File: config.mk
export PLATFORM = sky130hd
export DESIGN_NAME = tei_top
export DESIGN_NICKNAME = d
export VERILOG_FILES = /design/src/shared/tei_pkg.sv /design/src/design/tei_top.sv
export SDC_FILE = /design/constraint.sdc
export NUM_CORES = 1
export LEC_CHECK = 0
export ABC_AREA = 1
export BUFFER_PORTS_ARGS = -buffer_cell sky130_fd_sc_hd__buf_4
export CAP_MARGIN = 20
export CORE_MARGIN = 5
export CORE_UTILIZATION = 58
export DETAILED_ROUTE_END_ITERATION = 7
export GPL_ROUTABILITY_DRIVEN = 1
export PLACE_DENSITY_LB_ADDON = 0.25
export SLEW_MARGIN = 20
export SYNTH_ARGS = -nofsm -noshare
export SYNTH_HDL_FRONTEND = slang
export SYNTH_SLANG_ARGS = --single-unit
export TNS_END_PERCENT = 100
File: constraint.sdc
create_clock -name clk_i -period 2.8 [get_ports clk_i]
set_clock_uncertainty 0.05 [all_clocks]
set_input_delay 0 -clock clk_i [delete_from_list [all_inputs] [get_ports clk_i]]
set_output_delay 0 -clock clk_i [all_outputs]
set_load 0.005 [all_outputs]
File: src/shared/tei_pkg.sv
// package: register map, field layout and codes of the timer event/irq/status slice
package tei_pkg;

    // register word indices (printed offsets are multiples of four, so index*4)
    localparam logic [7:0] IDX_IRQ_ENABLE_CLEAR = 8'h0C;
    localparam logic [7:0] IDX_IRQ_ENABLE_SET = 8'h0D;
    localparam logic [7:0] IDX_IRQ_FLAGS = 8'h0E;
    localparam logic [7:0] IDX_UNIT_STATE = 8'h0F;
    localparam logic [7:0] IDX_EVENT_CTRL = 8'h0A;
    localparam logic [7:0] IDX_CAPTURE_ZERO = 8'h18;
    localparam logic [7:0] IDX_CAPTURE_ONE = 8'h19;
    localparam logic [7:0] IDX_SYNC_CTRL = 8'h20;

    // field positions
    localparam int BIT_WRAP = 0;
    localparam int BIT_ERR = 1;
    localparam int BIT_SYNC = 3;
    localparam int BIT_HIT0 = 4;
    localparam int BIT_STOPPED = 3;
    localparam int BIT_CLIENT = 4;
    localparam int BIT_PENDING = 7;
    localparam int BIT_POL_INV = 4;
    localparam int BIT_EV_EN = 5;
    localparam int BIT_ONESHOT = 0;
    localparam int BIT_STOP_CMD = 1;
    localparam int BIT_START_CMD = 2;

    // reset values and masks
    localparam logic [7:0] RST_ENABLE = 8'h00;
    localparam logic [7:0] RST_FLAGS = 8'h00;
    localparam logic [7:0] RST_STATE = 8'h08;
    localparam logic [7:0] IRQ_MASK = 8'h3B;
    localparam logic [15:0] RST_CAPTURE = 16'h0000;

    // transfer time between domains, in clock cycles
    localparam logic [2:0] SYNC_CYCLES = 3'h4;

    typedef enum logic [2:0] {
        TEI_ACT_OFF = 3'h0,
        TEI_ACT_RETRIGGER = 3'h1,
        TEI_ACT_COUNT = 3'h2,
        TEI_ACT_START = 3'h3,
        TEI_ACT_RSVD4 = 3'h4,
        TEI_ACT_PERIOD_WIDTH = 3'h5,
        TEI_ACT_WIDTH_PERIOD = 3'h6,
        TEI_ACT_RSVD7 = 3'h7
    } tei_action_t;

    // strobes from the counter core
    typedef struct packed {
        logic wrap;
        logic [1:0] match;
        logic halted_by_cmd;
        logic oneshot_wrap;
        logic host_32bit;
    } tei_core_evt_t;

    // event decode towards the counter core
    typedef struct packed {
        logic retrigger;
        logic count_step;
        logic start;
    } tei_core_cmd_t;

endpackage

File: src/design/tei_top.sv
// timer event input, interrupt enables/flags, status and capture slots
// Behaviour
// - polarity invert bit set inverts the incoming event before use
// - action 0 none, 1 retrigger, 2 count per event, 3 start
// - action 5: period to slot zero, pulse width to slot one
// - action 6: period to slot one, pulse width to slot zero
// - writing one to enable-clear view clears that enable
// - writing one to enable-set view sets that enable
// - both views read the same shared enable bits
// - channel hit flag set one cycle after match or capture
// - hit flag requests interrupt only while its enable is one
// - writing one to a hit flag clears it
// - reading a capture slot clears that channel's hit flag while capture_en_i is high
// - capture onto a still-set hit flag sets the error flag
// - writing one to the error flag clears it
// - wrap flag set one cycle after overflow whatever its enable; only its interrupt request is gated by the enable
// - writing one to the wrap flag clears it
// - sync done interrupt enabled by set view, disabled by clear view
// - transfer pending bit high while a domain transfer runs
// - events are acted on only while event input enable is one
// - stopped bit set on stop command, or on one-shot wrap while oneshot is one
// - client bit reads one while the host counter runs 32-bit mode
//
// Added by the designer: register access over Avalon-MM.
module tei_top (
    // clock and reset
    input wire logic clk_i,
    input wire logic srst_i,
    // avalon-mm slave
    input wire logic [7:0] avs_address_i,
    input wire logic avs_read_i,
    input wire logic avs_write_i,
    input wire logic [31:0] avs_writedata_i,
    input wire logic [3:0] avs_byteenable_i,
    output logic [31:0] avs_readdata_o,
    output logic avs_waitrequest_o,
    // asynchronous event input
    input wire logic event_i,
    // counter core side
    input wire tei_pkg::tei_core_evt_t core_evt_i,
    input wire logic [15:0] count_value_i,
    input wire logic capture_en_i,
    output tei_pkg::tei_core_cmd_t core_cmd_o,
    output logic oneshot_o,
    // interrupt
    output logic irq_o
);

    logic ev_meta;
    logic ev_sync;
    logic ev_prev;
    logic [7:0] event_ctrl;
    logic [7:0] irq_enable;
    logic [7:0] irq_flags;
    logic stopped;
    logic client;
    logic oneshot;
    logic [2:0] sync_cnt;
    logic [15:0] capture_slot [2];
    logic [15:0] period_start;
    logic [15:0] width_start;
    logic rd_ack;
    logic wr_hit;
    logic [7:0] wdat;
    logic ev_level;
    logic ev_rise;
    logic ev_fall;
    logic ev_on;
    tei_pkg::tei_action_t action;
    logic [1:0] cap_strobe;
    logic [1:0] cap_read;
    logic [15:0] next_cap [2];
    logic next_rd;

    ////////////////////////////////////////////////////////////////////////
    // event input path

    always_ff @(posedge clk_i)
    begin
        if (srst_i)
        begin
            ev_meta <= 1'b0;
            ev_sync <= 1'b0;
            ev_prev <= 1'b0;
        end
        else
        begin
            ev_meta <= event_i;
            ev_sync <= ev_meta;
            ev_prev <= ev_level;
        end
    end

    // polarity inversion
    // flipping the invert bit while enabled looks like an edge: set polarity before enabling
    assign ev_level = ev_sync ^ event_ctrl[tei_pkg::BIT_POL_INV];
    assign ev_on = event_ctrl[tei_pkg::BIT_EV_EN];
    assign ev_rise = ev_on & ev_level & ~ev_prev;
    assign ev_fall = ev_on & ~ev_level & ev_prev;
    assign action = tei_pkg::tei_action_t'(event_ctrl[2:0]);

    // action decode; reserved codes fall to no action
    always_comb
    begin
        core_cmd_o = '0;
        case (action)
            tei_pkg::TEI_ACT_RETRIGGER: core_cmd_o.retrigger = ev_rise;
            tei_pkg::TEI_ACT_COUNT: core_cmd_o.count_step = ev_rise;
            tei_pkg::TEI_ACT_START: core_cmd_o.start = ev_rise;
            default: core_cmd_o = '0;
        endcase
    end

    ////////////////////////////////////////////////////////////////////////
    // period / pulse width capture

    always_comb
    begin
        cap_strobe = 2'b00;
        next_cap[0] = capture_slot[0];
        next_cap[1] = capture_slot[1];
        // period to slot zero, width to slot one
        if (action == tei_pkg::TEI_ACT_PERIOD_WIDTH)
        begin
            if (ev_rise)
            begin
                next_cap[0] = 16'(count_value_i - period_start);
                cap_strobe[0] = 1'b1;
            end
            if (ev_fall)
            begin
                next_cap[1] = 16'(count_value_i - width_start);
                cap_strobe[1] = 1'b1;
            end
        end
        // period to slot one, width to slot zero
        else if (action == tei_pkg::TEI_ACT_WIDTH_PERIOD)
        begin
            if (ev_rise)
            begin
                next_cap[1] = 16'(count_value_i - period_start);
                cap_strobe[1] = 1'b1;
            end
            if (ev_fall)
            begin
                next_cap[0] = 16'(count_value_i - width_start);
                cap_strobe[0] = 1'b1;
            end
        end
    end

    always_ff @(posedge clk_i)
    begin
        if (srst_i)
        begin
            period_start <= tei_pkg::RST_CAPTURE;
            width_start <= tei_pkg::RST_CAPTURE;
            capture_slot[0] <= tei_pkg::RST_CAPTURE;
            capture_slot[1] <= tei_pkg::RST_CAPTURE;
        end
        else
        begin
            // both period and width are timed from the rising edge
            if (ev_rise)
            begin
                period_start <= count_value_i;
                width_start <= count_value_i;
            end
            capture_slot[0] <= next_cap[0];
            capture_slot[1] <= next_cap[1];
        end
    end

    ////////////////////////////////////////////////////////////////////////
    // bus access: single-cycle write, reads answered one cycle later
    // the wait state lets a capture read clear its flag in the same edge that latches the data

    assign wr_hit = avs_write_i & avs_byteenable_i[0];
    assign wdat = avs_writedata_i[7:0];
    assign next_rd = avs_read_i & ~rd_ack;
    assign avs_waitrequest_o = avs_read_i & ~rd_ack;

    // capture read clears the hit flag, only in capture operation
    always_comb
    begin
        cap_read = 2'b00;
        if (next_rd & capture_en_i)
        begin
            if (avs_address_i == tei_pkg::IDX_CAPTURE_ZERO)
                cap_read[0] = 1'b1;
            else if (avs_address_i == tei_pkg::IDX_CAPTURE_ONE)
                cap_read[1] = 1'b1;
        end
    end

    always_ff @(posedge clk_i)
    begin
        if (srst_i)
        begin
            rd_ack <= 1'b0;
            avs_readdata_o <= '0;
        end
        else
        begin
            rd_ack <= next_rd;
            if (next_rd)
            begin
                // both views return the shared enables
                if (avs_address_i == tei_pkg::IDX_IRQ_ENABLE_CLEAR)
                    avs_readdata_o <= {24'h000000, irq_enable};
                else if (avs_address_i == tei_pkg::IDX_IRQ_ENABLE_SET)
                    avs_readdata_o <= {24'h000000, irq_enable};
                else if (avs_address_i == tei_pkg::IDX_IRQ_FLAGS)
                    avs_readdata_o <= {24'h000000, irq_flags};
                else if (avs_address_i == tei_pkg::IDX_UNIT_STATE)
                    avs_readdata_o <= {24'h000000, (sync_cnt != 3'h0), 2'b00, client, stopped, 3'b000};
                else if (avs_address_i == tei_pkg::IDX_EVENT_CTRL)
                    avs_readdata_o <= {24'h000000, event_ctrl};
                else if (avs_address_i == tei_pkg::IDX_CAPTURE_ZERO)
                    avs_readdata_o <= {16'h0000, capture_slot[0]};
                else if (avs_address_i == tei_pkg::IDX_CAPTURE_ONE)
                    avs_readdata_o <= {16'h0000, capture_slot[1]};
                else if (avs_address_i == tei_pkg::IDX_SYNC_CTRL)
                    avs_readdata_o <= {31'h00000000, oneshot};
                else
                    avs_readdata_o <= '0;
            end
        end
    end

    ////////////////////////////////////////////////////////////////////////
    // control registers

    always_ff @(posedge clk_i)
    begin
        if (srst_i)
            event_ctrl <= 8'h00;
        else if (wr_hit && avs_address_i == tei_pkg::IDX_EVENT_CTRL)
            event_ctrl <= wdat & 8'h37;
    end

    // set and clear views on one enable set
    always_ff @(posedge clk_i)
    begin
        if (srst_i)
            irq_enable <= tei_pkg::RST_ENABLE;
        else if (wr_hit && avs_address_i == tei_pkg::IDX_IRQ_ENABLE_CLEAR)
            irq_enable <= irq_enable & ~(wdat & tei_pkg::IRQ_MASK);
        else if (wr_hit && avs_address_i == tei_pkg::IDX_IRQ_ENABLE_SET)
            irq_enable <= irq_enable | (wdat & tei_pkg::IRQ_MASK);
    end

    ////////////////////////////////////////////////////////////////////////
    // domain transfer, oneshot and stop/start commands

    // pending while a control write is carried across
    always_ff @(posedge clk_i)
    begin
        if (srst_i)
            sync_cnt <= 3'h0;
        else if (wr_hit && avs_address_i == tei_pkg::IDX_SYNC_CTRL)
            sync_cnt <= tei_pkg::SYNC_CYCLES;
        else if (sync_cnt != 3'h0)
            sync_cnt <= sync_cnt - 3'h1;
    end

    always_ff @(posedge clk_i)
    begin
        if (srst_i)
            oneshot <= 1'b0;
        else if (wr_hit && avs_address_i == tei_pkg::IDX_SYNC_CTRL)
            oneshot <= wdat[tei_pkg::BIT_ONESHOT];
    end
    assign oneshot_o = oneshot;

    // stopped on stop command or, while oneshot is one, one-shot wrap; start clears
    always_ff @(posedge clk_i)
    begin
        if (srst_i)
            stopped <= tei_pkg::RST_STATE[tei_pkg::BIT_STOPPED];
        else if (core_evt_i.halted_by_cmd | (core_evt_i.oneshot_wrap & oneshot))
            stopped <= 1'b1;
        else if (core_cmd_o.retrigger | core_cmd_o.start)
            stopped <= 1'b0;
    end

    // client bit follows the host's 32-bit mode
    always_ff @(posedge clk_i)
    begin
        if (srst_i)
            client <= 1'b0;
        else
            client <= core_evt_i.host_32bit;
    end

    ////////////////////////////////////////////////////////////////////////
    // interrupt flags: a set in the clearing cycle wins

    logic flag_wr;
    logic sync_done;
    logic err_flag;
    logic wrap_flag;
    logic sync_flag;
    assign flag_wr = wr_hit && avs_address_i == tei_pkg::IDX_IRQ_FLAGS;
    assign sync_done = (sync_cnt == 3'h1);

    // each flag lives in its own register so that no two processes write one variable
    genvar ch;
    generate
        for (ch = 0; ch < 2; ch++)
        begin : g_chan
            logic hit;
            always_ff @(posedge clk_i)
            begin
                if (srst_i)
                    hit <= 1'b0;
                // set one cycle after match or capture
                else if (core_evt_i.match[ch] | cap_strobe[ch])
                    hit <= 1'b1;
                else if ((flag_wr & wdat[tei_pkg::BIT_HIT0 + ch]) | cap_read[ch])
                    hit <= 1'b0;
            end
        end
    endgenerate

    always_ff @(posedge clk_i)
    begin
        if (srst_i)
            err_flag <= 1'b0;
        else if (|(cap_strobe & irq_flags[tei_pkg::BIT_HIT0 +: 2]))
            err_flag <= 1'b1;
        else if (flag_wr & wdat[tei_pkg::BIT_ERR])
            err_flag <= 1'b0;
    end

    always_ff @(posedge clk_i)
    begin
        if (srst_i)
            wrap_flag <= 1'b0;
        else if (core_evt_i.wrap)
            wrap_flag <= 1'b1;
        else if (flag_wr & wdat[tei_pkg::BIT_WRAP])
            wrap_flag <= 1'b0;
    end

    // sync done raised as the transfer count ends
    always_ff @(posedge clk_i)
    begin
        if (srst_i)
            sync_flag <= 1'b0;
        else if (sync_done)
            sync_flag <= 1'b1;
        else if (flag_wr & wdat[tei_pkg::BIT_SYNC])
            sync_flag <= 1'b0;
    end

    // unused flag positions read as zero
    assign irq_flags = {
        2'b00,
        g_chan[1].hit,
        g_chan[0].hit,
        sync_flag,
        1'b0,
        err_flag,
        wrap_flag
    };

    assign irq_o = |(irq_flags & irq_enable);

endmodule

==> results of run 1 <==
power by group through the flow:
stage               sequential [mW]  combinational (mW)  clock [mW]
floorplan                      1.34               0.250           0
finish                         1.32               0.411        1.03
global placement               1.34               0.344           0
global route                   1.32               0.463        1.09
detailed placement             1.35               0.356           0
CTS                            1.32               0.408        1.05
kinds of logic after synthesis:
group | synth area share
other | 0.000786
AOI/OAI and AO/OA | 0.187
xor gates and xnor gates | 0.0163
DFF | 0.373
buffers and inverters | 0.139
adders and majority gates | 0.0514
and+or+nand+nor | 0.232
worst reg2reg max path: stages, from the launching register on:
cell and delay (ns):
dfxtp_1 0.43, xnor2_2 0.13, nor3_4 0.26, nand2_1 0.11, nand2_2 0.47, nor2_1 0.10, a21oi_1 0.14, dlygate4sd3_1 0.55
layout make-up:
class,count,area (sq um),area share
clock buffers,9,124,0.0213
clock inverters,7,111,0.0191
inverters,107,402,0.0690
multi-input cells,469,2380,0.409
flip-flops and latches,89,1780,0.306
well taps,105,131,0.0226
repair buffers,105,886,0.152
how the worst min path moves through the flow:
stage / slack, ns / end / start / depth (start not counted)
final: 0.05 / register / avs_byteenable_i[0] / 5
after global routing: 0.07 / register / avs_byteenable_i[0] / 5
after CTS: 0.04 / register / avs_byteenable_i[0] / 5
after detailed placement: 0.17 / ev_meta$_SDFF_PP0_ / event_i / 3
after global placement: 0.16 / wrap_flag$_SDFFE_PP0P_ / core_evt_i[5] / 3
after floorplan: 0.02 / avs_readdata_o[0]$_SDFFE_PP0P_ / srst_i / 1
sequential cells by signal, summed over array words and instances (netlist names), 2 cells and up, named ones only:
register        cells
avs_readdata_o     16
capture_slot       32
event_ctrl          5
g_chan.hit          2
sync_cnt            3
width_start        16
cell usage in the layout, fill, tap and decap left out, drive strengths merged:
| cell type | n |
|---|---|
| a31oi | 2 |
| buf | 66 |
| conb | 16 |
| o21ai | 67 |
| inv | 107 |
| ha | 18 |
| o21a | 1 |
| or2 | 5 |
| nand3 | 50 |
| xnor2 | 4 |
| clkinv | 5 |
| nor2 | 48 |
| fa | 1 |
| nor3 | 3 |
| a22o | 9 |
| dlygate4sd3 | 39 |
| nor4 | 1 |
| and3 | 1 |
| o21bai | 1 |
| xor2 | 4 |
| and2 | 1 |
| a21oi | 83 |
| dfxtp | 89 |
| nand2 | 142 |
| nand4 | 5 |
| o22ai | 1 |
| nand3b | 2 |
| clkbuf | 9 |
| a21boi | 1 |
| bufinv | 2 |
| o211ai | 2 |
| a21o | 1 |
stage by stage:
step / utilization / instance area (sq um) / hold WS (ns) / setup WS (ns) / power, mW
2_1_floorplan: - / 4830 / 0.0191 / 1.14 / 1.59
3_3_place_gp: 0.638 / 5190 / 0.157 / 0.901 / 1.69
3_5_place_dp: 0.638 / 5190 / 0.166 / 0.873 / 1.70
4_1_cts: 0.715 / 5820 / 0.0367 / 0.280 / 2.77
5_1_grt: 0.715 / 5820 / 0.0677 / 0.0140 / 2.88
6_report: 0.715 / 5820 / 0.0455 / 0.129 / 2.76
per-layer routing:
layer | vias up | share of wire | track usage
met2 | 137 | 0.50 | 0.449
met5 | - | 0 | 0
met1 | 2137 | 0.41 | 0.276
li1 | 2371 | - | -
met4 | 0 | 0.035 | 0.120
met3 | 37 | 0.058 | 0.0429
==> reports/qor.yml, run 1 <==
synthesis:
  synthCells: 689
  synth_common_cells: "nand2_1 (140), inv_1 (102), dfxtp_1 (89), a21oi_1 (83), o21ai_0 (64)"
  synth_top_area_cell: "dfxtp_1"
  synth_seq_cells: 89
  synth_top_cell_area_share: 0.373
  seq_area_frac_synth: 0.373
  yosysMostFrequentCell: "nand2_1"
  syn_area_sq_um: 4770
  async_flop_share: 0
  ys_types: 39
  ys_top_cells_by_area: "dfxtp_1 (37%), nand2_1 (11%), a21oi_1 (8.7%)"
  yosys_warnings: 0
  ys.flop_type: "dfxtp_1"
  synth_edf_count: 0
  syn_area_per_cell_sq_um: 6.93
placement:
  io_buffers: 64
  dp.cells: 836
  gp_congestion: 0.898
  post-dp-hpwl_um: 8270
power_and_ir_drop:
  p_seq_frac: 0.477
  power.internal_mw: 2.00
  irDropWorstVdd_uv: 318
  switchingPower_mw: 0.758
  power_density_nw_per_um2: 475
  p_clk_frac: 0.374
  sw_frac_of_total: 0.274
  power_frac_comb: 0.149
  p_leak_nw: 2.74
worst_setup_path:
  crit_cells: 12
  path_class: "primary input to register"
  required_ns: 3.02
  crit_end: "wrap_flag$_SDFFE_PP0P_"
  reg2regPathDepth: 7
  crit_path_start_kind: "primary input"
  critPathCaptureType: "register"
  critPathSlowestCell: "dlygate4sd3_1"
  critPathArrivalTime_ns: 2.89
  critical_path.top_delay_family: "buffers and inverters"
  r2r_end: "g_chan[1].hit$_SDFFE_PP0P_"
  path_max_fanout: 8
  critPathLaunch: "avs_address_i[0]"
  crit_path_cell_trace: "dlygate4sd3_1, buf_4, inv_1, nand2_1, nor2_1, nand2_1, nor2_1, nand2_1, a21oi_1, dlygate4sd3_1, nor2_1, dlygate4sd3_1"
  r2r_start: "event_ctrl[4]$_SDFFE_PP0P_"
  crit_buf_inv: 5
  cpPeakStageDelay_ns: 0.61
  ff2ff_setup_slack_ns: 0.51
timing:
  max_freq_mhz: 374
  timing.slew.headroom: 0.460
  rsz0062_at_grt: "false"
  min_period_ns: 2.67
  drv_slew: 0
  worst_slew_pin_slew_ns: 0.809
  tns_ns: 0
  finalCritPeriodShare: 0.954
  hold_violations: 0
  setup_viol: 0
floorplanning:
  dieArea_sq_um: 10100
  die_w_um: 101
  rows: 33
  ios: 110
  core_region_area_sq_um: 8130
  die_h_um: 101
  start_util: 0.587
cells_and_area:
  drive_gt1_frac: 0.121
  fin_cells: 891
  fillers: 690
  antenna_cells: 0
  final_nets: 872
  syn_to_final_growth_pct: 21.9
clock_tree:
  worstSkewPairLatency_ns: 0.37
  cts_buffer_depth: 2
  clk_pin_slew_ns: 0.10
  postCtsHoldBufs: 39
  root_buffer: "clkbuf_8"
  clock_sinks: 89
  post_cts_buffers: 0
  cts_tree: "yes"
  h-tree-depth: 3
  ctsResizeCount: 0
  cts_buffers: 9
detailed_routing:
  post-route-drc-count: 0
  vias_per_cell: 5.25
  drt-total-wl_um: 12100
  vias: 4682
  drt-pass1-iter-count: 5
  final_antenna_net_count: 0
  wl_per_cell_um: 13.6
  drtIter0Drc: 215
global_route:
  track_usage: 0.247
  grt_max_degree: 63
  grt_pass1_vias: 4669
  grt.overflow.total: 0
  grt_pass1_wl_um: 20400
  antenna_found_initial: 0
min_path:
  hold_class: "primary input to register"
status:
  status: "finished clean"
job:
  cap_violations: 0
(Power assumes the default switching activity.)
==> run 2: changes to the inputs <==
- BUFFER_PORTS_ARGS: -buffer_cell sky130_fd_sc_hd__buf_4 -> unset
- CORE_UTILIZATION: 58 -> 61
- DONT_BUFFER_PORTS: unset -> 1
- PLACE_DENSITY: unset -> 0.74
- PLACE_DENSITY_LB_ADDON: 0.25 -> unset
==> reports/qor.yml, run 2 (same netlist as run 1, synthesis figures left out) <==
timing:
  drv_slew: 0  # unchanged
  min_period_ns: 2.41  # was 2.67 ns
  max_freq_mhz: 415  # was 374 MHz
  setup_viol: 0  # unchanged
  worst_slew_pin_slew_ns: 0.928  # was 0.809 ns
  hold_violations: 0  # unchanged
  tns_ns: 0  # unchanged
  rsz0062_at_grt: "false"  # unchanged
  timing.slew.headroom: 0.379  # was 0.460
  setup_slack_ns: 0.390  # was 0.129 ns
  finalCritPeriodShare: 0.861  # was 0.954
global_route:
  antenna_found_initial: 1  # was 0
  track_usage: 0.246  # was 0.247
  grt_pass1_vias: 4354  # was 4,669
  grt_max_degree: 66  # was 63
  grt_pass1_wl_um: 19700  # was 20,400 um
  grt.overflow.total: 0  # unchanged
placement:
  io_buffers: 0  # was 64
  post-dp-hpwl_um: 8220  # was 8270 um
  place_area_sq_um: 4710  # was 5190 sq um
  dpl_worst_slack_ns: 0.808  # was 0.873 ns
  dp.cells: 769  # was 836
  gp_congestion: 0.852  # was 0.898
detailed_routing:
  wl_per_cell_um: 14.3  # was 13.6 um
  vias: 4484  # was 4,682
  drt-total-wl_um: 11900  # was 12,100 um
  drtIter0Drc: 187  # was 215
  post-route-drc-count: 0  # unchanged
  drt-pass1-iter-count: 5  # unchanged
  final_antenna_net_count: 0  # unchanged
  vias_per_cell: 5.38  # was 5.25
clock_tree:
  root_buffer: "clkbuf_8"  # unchanged
  clock_sinks: 89  # unchanged
  cts_tree: "yes"  # unchanged
  ctsResizeCount: 0  # unchanged
  cts_buffer_depth: 2  # unchanged
  worstSkewPairLatency_ns: 0.36  # was 0.37 ns
  clk_pin_slew_ns: 0.10  # about the same
  cts_buffers: 9  # unchanged
  h-tree-depth: 3  # unchanged
worst_setup_path:
  crit_buf_inv: 4  # was 5
  critPathArrivalTime_ns: 2.67  # was 2.89 ns
  critPathSlowestCell: "dlygate4sd3_1"  # unchanged
  path_class: "primary input to register"  # unchanged
  critPathLaunch: "avs_address_i[2]"  # was avs_address_i[0]
  path_max_fanout: 6  # was 8
  critPathCaptureType: "register"  # unchanged
  crit_path_start_kind: "primary input"  # unchanged
  cp_common_cell: "dlygate4sd3_1"
  required_ns: 3.06  # was 3.02 ns
  critical_path.top_delay_family: "buffers and inverters"  # unchanged
  r2r_start: "event_ctrl[4]$_SDFFE_PP0P_"  # unchanged
  crit_path_cell_trace: "dlygate4sd3_1, nand2_1, nor3_4, inv_1, nor2_2, nand2_1, dlygate4sd3_1, a21oi_1, dlygate4sd3_1"  # was dlygate4sd3_1, buf_4, inv_1, nand2_1, nor2_1, nand2_1, nor2_1, nand2_1, a21oi_1, dlygate4sd3_1, nor2_1, dlygate4sd3_1
  cpPeakStageDelay_ns: 0.59  # was 0.61 ns
cells_and_area:
  mostFrequentLayoutCells: "nand2_1 (140), inv_1 (102), dfxtp_1 (89), a21oi_1 (83), o21ai_0 (64)"  # was nand2_1 (140), inv_1 (102), dfxtp_1 (89), a21oi_1 (83), buf_4 (66)
  reg_top3: "capture_slot x32, avs_readdata_o x16, width_start x16"  # unchanged
  syn_to_final_growth_pct: 13.0  # was 21.9%
  largest_reg_flops: 32  # unchanged
  final_area_sq_um: 5390  # was 5820 sq um
  top_register: "capture_slot"  # unchanged
  final_nets: 817  # was 872
  drive_gt1_frac: 0.0410  # was 0.121
  fin_cells: 833  # was 891
  layout_commonest_cell: "nand2_1"  # unchanged
  antenna_cells: 0  # unchanged
power_and_ir_drop:
  p_leak_nw: 2.44  # was 2.74 nW
  power_density_nw_per_um2: 479  # was 475 nW/um^2
  irDropWorstVdd_uv: 285  # was 318 uV
floorplanning:
  die_w_um: 98.5  # was 101 um
  ios: 110  # unchanged
  rows: 32  # was 33
  dieArea_sq_um: 9690  # was 10,100 sq um
  die_h_um: 98.5  # was 101 um
  core_region_area_sq_um: 7690  # was 8130 sq um
  start_util: 0.621  # was 0.587
job:
  cap_violations: 0  # unchanged
min_path:
  worstHoldStart: "avs_byteenable_i[0]"  # unchanged
  hold_class: "primary input to register"  # unchanged
status:
  status: "finished clean"  # unchanged
## run 2: cell count changes in the layout (fill, tap and decap cells not counted), sizes merged
cell         previous run  this run
buf                    66         2
clkinv                  5         7
clkbuf                  9        10
inv                   107       105
bufinv                  2         1
dlygate4sd3            39        48
## run 2: power breakdown
group | total [mW] | internal (mW) | switching, mW
Combinational | 0.351 | 0.143 | 0.208
Clock | 0.915 | 0.425 | 0.489
Sequential | 1.32 | 1.30 | 0.0203
Total | 2.59 | 1.87 | 0.718
## run 2: path summary, 6_finish.rpt
| path | to | slack, ns | depth (start not counted) |
|---|---|---|---|
| max | register | 0.39 | 9 |
| min reg2reg | ev_sync$_SDFF_PP0_ | 0.39 | 2 |
| min | event_ctrl[4]$_SDFFE_PP0P_ | 0.009 | 4 |
| max reg2reg | g_chan[0].hit$_SDFFE_PP0P_ | 0.42 | 7 |
## run 2: routing by layer
layer,track usage,share of wire,up-vias
met1,0.289,0.41,2045
met4,0.0746,0.017,0
met2,0.452,0.51,147
li1,-,-,2273
met5,0,0,-
met3,0.0474,0.062,19
## run 2: final cells by class
cell class	count	area (sq um)
clock inverters	6	77.6
repair buffers	50	495
multi-input cells	469	2380
fillers	684	2290
inverters	107	402
flip-flops and latches	89	1780
well taps	102	128
clock buffers	10	128
## run 2: repair_timing
| action | CTS | global route |
|---|---|---|
| endpoints found under the hold margin | 60 | 0 |
| hold buffers | 48 | 0 |
| setup buffers | 0 | 0 |
## run 2: stage by stage
stage / power [mW] / hold WS, ns / utilization
4_1_cts: 2.59 / 0.00165 / 0.701
5_1_grt: 2.70 / 0.0337 / 0.701
6_report: 2.59 / 0.00939 / 0.701
2_1_floorplan: 1.59 / 0.0191 / -
3_3_place_gp: 1.62 / 0.0251 / 0.612
3_5_place_dp: 1.63 / 0.0282 / 0.612
## run 2: worst min-delay path: cells and delay by family
family	cells	cell delay [ns]
AOI/OAI and AO/OA	1	0.06
buffers and inverters	1	0.10
and+or+nand+nor	2	0.21
==> run 3: changes to the inputs <==
==> constraint.sdc (replaced) <==
create_clock -name clk_i -period 2.8 [get_ports clk_i]
set_clock_uncertainty 0.05 [all_clocks]
set_input_delay 0.14 -clock clk_i [delete_from_list [all_inputs] [get_ports clk_i]]
set_output_delay 0.14 -clock clk_i [all_outputs]
set_load 0.005 [all_outputs]
==> reports/qor.yml, run 3 (same netlist as run 1, synthesis figures left out) <==
status:
  status: "finished clean"  # unchanged
detailed_routing:
  drt-total-wl_um: 11700  # was 11,900 um
  post-route-drc-count: 0  # unchanged
  drtIter0Drc: 266  # was 187
  wl_per_cell_um: 14.3  # about the same
  drt-pass1-iter-count: 5  # unchanged
  vias: 4430  # was 4,484
  final_antenna_net_count: 0  # unchanged
  vias_per_cell: 5.40  # was 5.38
placement:
  gp_congestion: 0.852  # about the same
  place_area_sq_um: 4710  # unchanged
  dp.cells: 769  # unchanged
  io_buffers: 0  # unchanged
  post-dp-hpwl_um: 8280  # was 8220 um
timing:
  timing.slew.headroom: 0.357  # was 0.379
  worst_slew_pin_slew_ns: 0.962  # was 0.928 ns
  min_period_ns: 2.39  # was 2.41 ns
  tns_ns: 0  # unchanged
  finalCritPeriodShare: 0.854  # was 0.861
  max_freq_mhz: 418  # was 415 MHz
  hold_ws_ns: 0.0540  # was 0.00939 ns
  drv_slew: 0  # unchanged
  hold_violations: 0  # unchanged
  rsz0062_at_grt: "false"  # unchanged
  setup_viol: 0  # unchanged
cells_and_area:
  antenna_cells: 0  # unchanged
  reg_top3: "capture_slot x32, avs_readdata_o x16, width_start x16"  # unchanged
  final_area_sq_um: 5270  # was 5390 sq um
  layout_commonest_cell: "nand2_1"  # unchanged
  final_nets: 804  # was 817
  mostFrequentLayoutCells: "nand2_1 (140), inv_1 (102), dfxtp_1 (89), a21oi_1 (83), o21ai_0 (64)"  # unchanged
  syn_to_final_growth_pct: 10.4  # was 13.0%
  fin_util: 0.685  # was 0.701
  fin_cells: 820  # was 833
  top_register: "capture_slot"  # unchanged
  largest_reg_flops: 32  # unchanged
  drive_gt1_frac: 0.0432  # was 0.0410
worst_setup_path:
  required_ns: 3.06  # about the same
  critical_path.top_delay_family: "simple AND/OR/NAND/NOR gates"  # was buffers and inverters
  critPathArrivalTime_ns: 2.65  # was 2.67 ns
  path_max_fanout: 32  # was 6
  crit_path_start_kind: "register"  # was primary input
  cpPeakStageDelay_ns: 0.58  # was 0.59 ns
  crit_buf_inv: 1  # was 4
  critPathSlowestCell: "dlygate4sd3_1"  # unchanged
  ff2ff_setup_slack_ns: 0.41  # was 0.42 ns
  crit_path_cell_trace: "xnor2_2, nor3_4, nand2_1, nand2_2, nor2_1, a21oi_1, dlygate4sd3_1"  # was dlygate4sd3_1, nand2_1, nor3_4, inv_1, nor2_2, nand2_1, dlygate4sd3_1, a21oi_1, dlygate4sd3_1
  critPathCaptureType: "register"  # unchanged
  path_class: "register to register"  # was primary input to register
floorplanning:
  ios: 110  # unchanged
  dieArea_sq_um: 9690  # unchanged
  die_w_um: 98.5  # unchanged
  core_region_area_sq_um: 7690  # unchanged
  die_h_um: 98.5  # unchanged
  start_util: 0.621  # unchanged
  rows: 32  # unchanged
global_route:
  grt_pass1_vias: 4195  # was 4,354
  grt.overflow.total: 0  # unchanged
  track_usage: 0.243  # was 0.246
  grt_max_degree: 66  # unchanged
  antenna_found_initial: 0  # was 1
  grt_pass1_wl_um: 19400  # was 19,700 um
clock_tree:
  postCtsHoldBufs: 35  # was 48
  worstSkewPairLatency_ns: 0.37  # was 0.36 ns
  ctsResizeCount: 0  # unchanged
  clock_sinks: 89  # unchanged
  root_buffer: "clkbuf_8"  # unchanged
  post_cts_buffers: 0  # unchanged
  cts_buffer_depth: 2  # unchanged
  cts_buffers: 9  # unchanged
  clk_pin_slew_ns: 0.10  # about the same
  h-tree-depth: 3  # unchanged
  cts_tree: "yes"  # unchanged
power_and_ir_drop:
  p_leak_nw: 2.38  # was 2.44 nW
  irDropWorstVdd_uv: 267  # was 285 uV
  power_density_nw_per_um2: 494  # was 479 nW/um^2
min_path:
  hold_class: "primary input to register"  # unchanged
job:
  cap_violations: 0  # unchanged
## run 3: cell count changes in the layout (fill, tap and decap cells not counted)
cell,previous run,this run
dlygate4sd3_1,48,35
clkinv_4,2,0
clkbuf_1,1,0
clkinvlp_4,0,1
inv_6,1,2
inv_8,0,1
## run 3: worst min-delay path: cells and delay by family
family	cells	cell delay, ns
adders and majority gates	1	0.17
and+or+nand+nor	2	0.13
## run 3: report_power, final
part / switching [mW] / internal (mW) / total, mW
logic: 0.203 / 0.133 / 0.337
clock network: 0.517 / 0.431 / 0.948
registers: 0.0204 / 1.30 / 1.32
## run 3: final timing paths
| check | from | end | depth (start not counted) |
|---|---|---|---|
| worst max register to register | event_ctrl[4]$_SDFFE_PP0P_ | g_chan[0].hit$_SDFFE_PP0P_ | 7 |
| worst min-delay path | count_value_i[1] | capture_slot[0][1]$_SDFFE_PP0P_ | 3 |
| worst min register to register | ev_meta$_SDFF_PP0_ | ev_sync$_SDFF_PP0_ | 2 |
| worst max-delay path | event_ctrl[4]$_SDFFE_PP0P_ | g_chan[0].hit$_SDFFE_PP0P_ | 7 |
## run 3: metrics by stage
stage / worst slack, ns / total power, mW
5_1_grt: 0.277 / 2.72
6_report: 0.410 / 2.60
3_3_place_gp: 0.858 / 1.62
2_1_floorplan: 1.14 / 1.59
3_5_place_dp: 0.835 / 1.63
4_1_cts: 0.448 / 2.62
## run 3: final cells by class
type	instances	area, sq um
fillers	695	2420
multi-input cells	469	2380
inverters	107	402
flip-flops and latches	89	1780
well taps	102	128
repair buffers	37	365
clock buffers	9	124
clock inverters	7	87.6
## run 3: per-layer routing
layer  wire length, um  GRT usage  part of all wire  up-vias
li1                  -          -                 -     2239
met1              5040      0.294              0.43     2060
met2              5910      0.438              0.50      107
met3               550     0.0481             0.047       24
met4               231     0.0714             0.020        0
met5                 0          0                 0        -
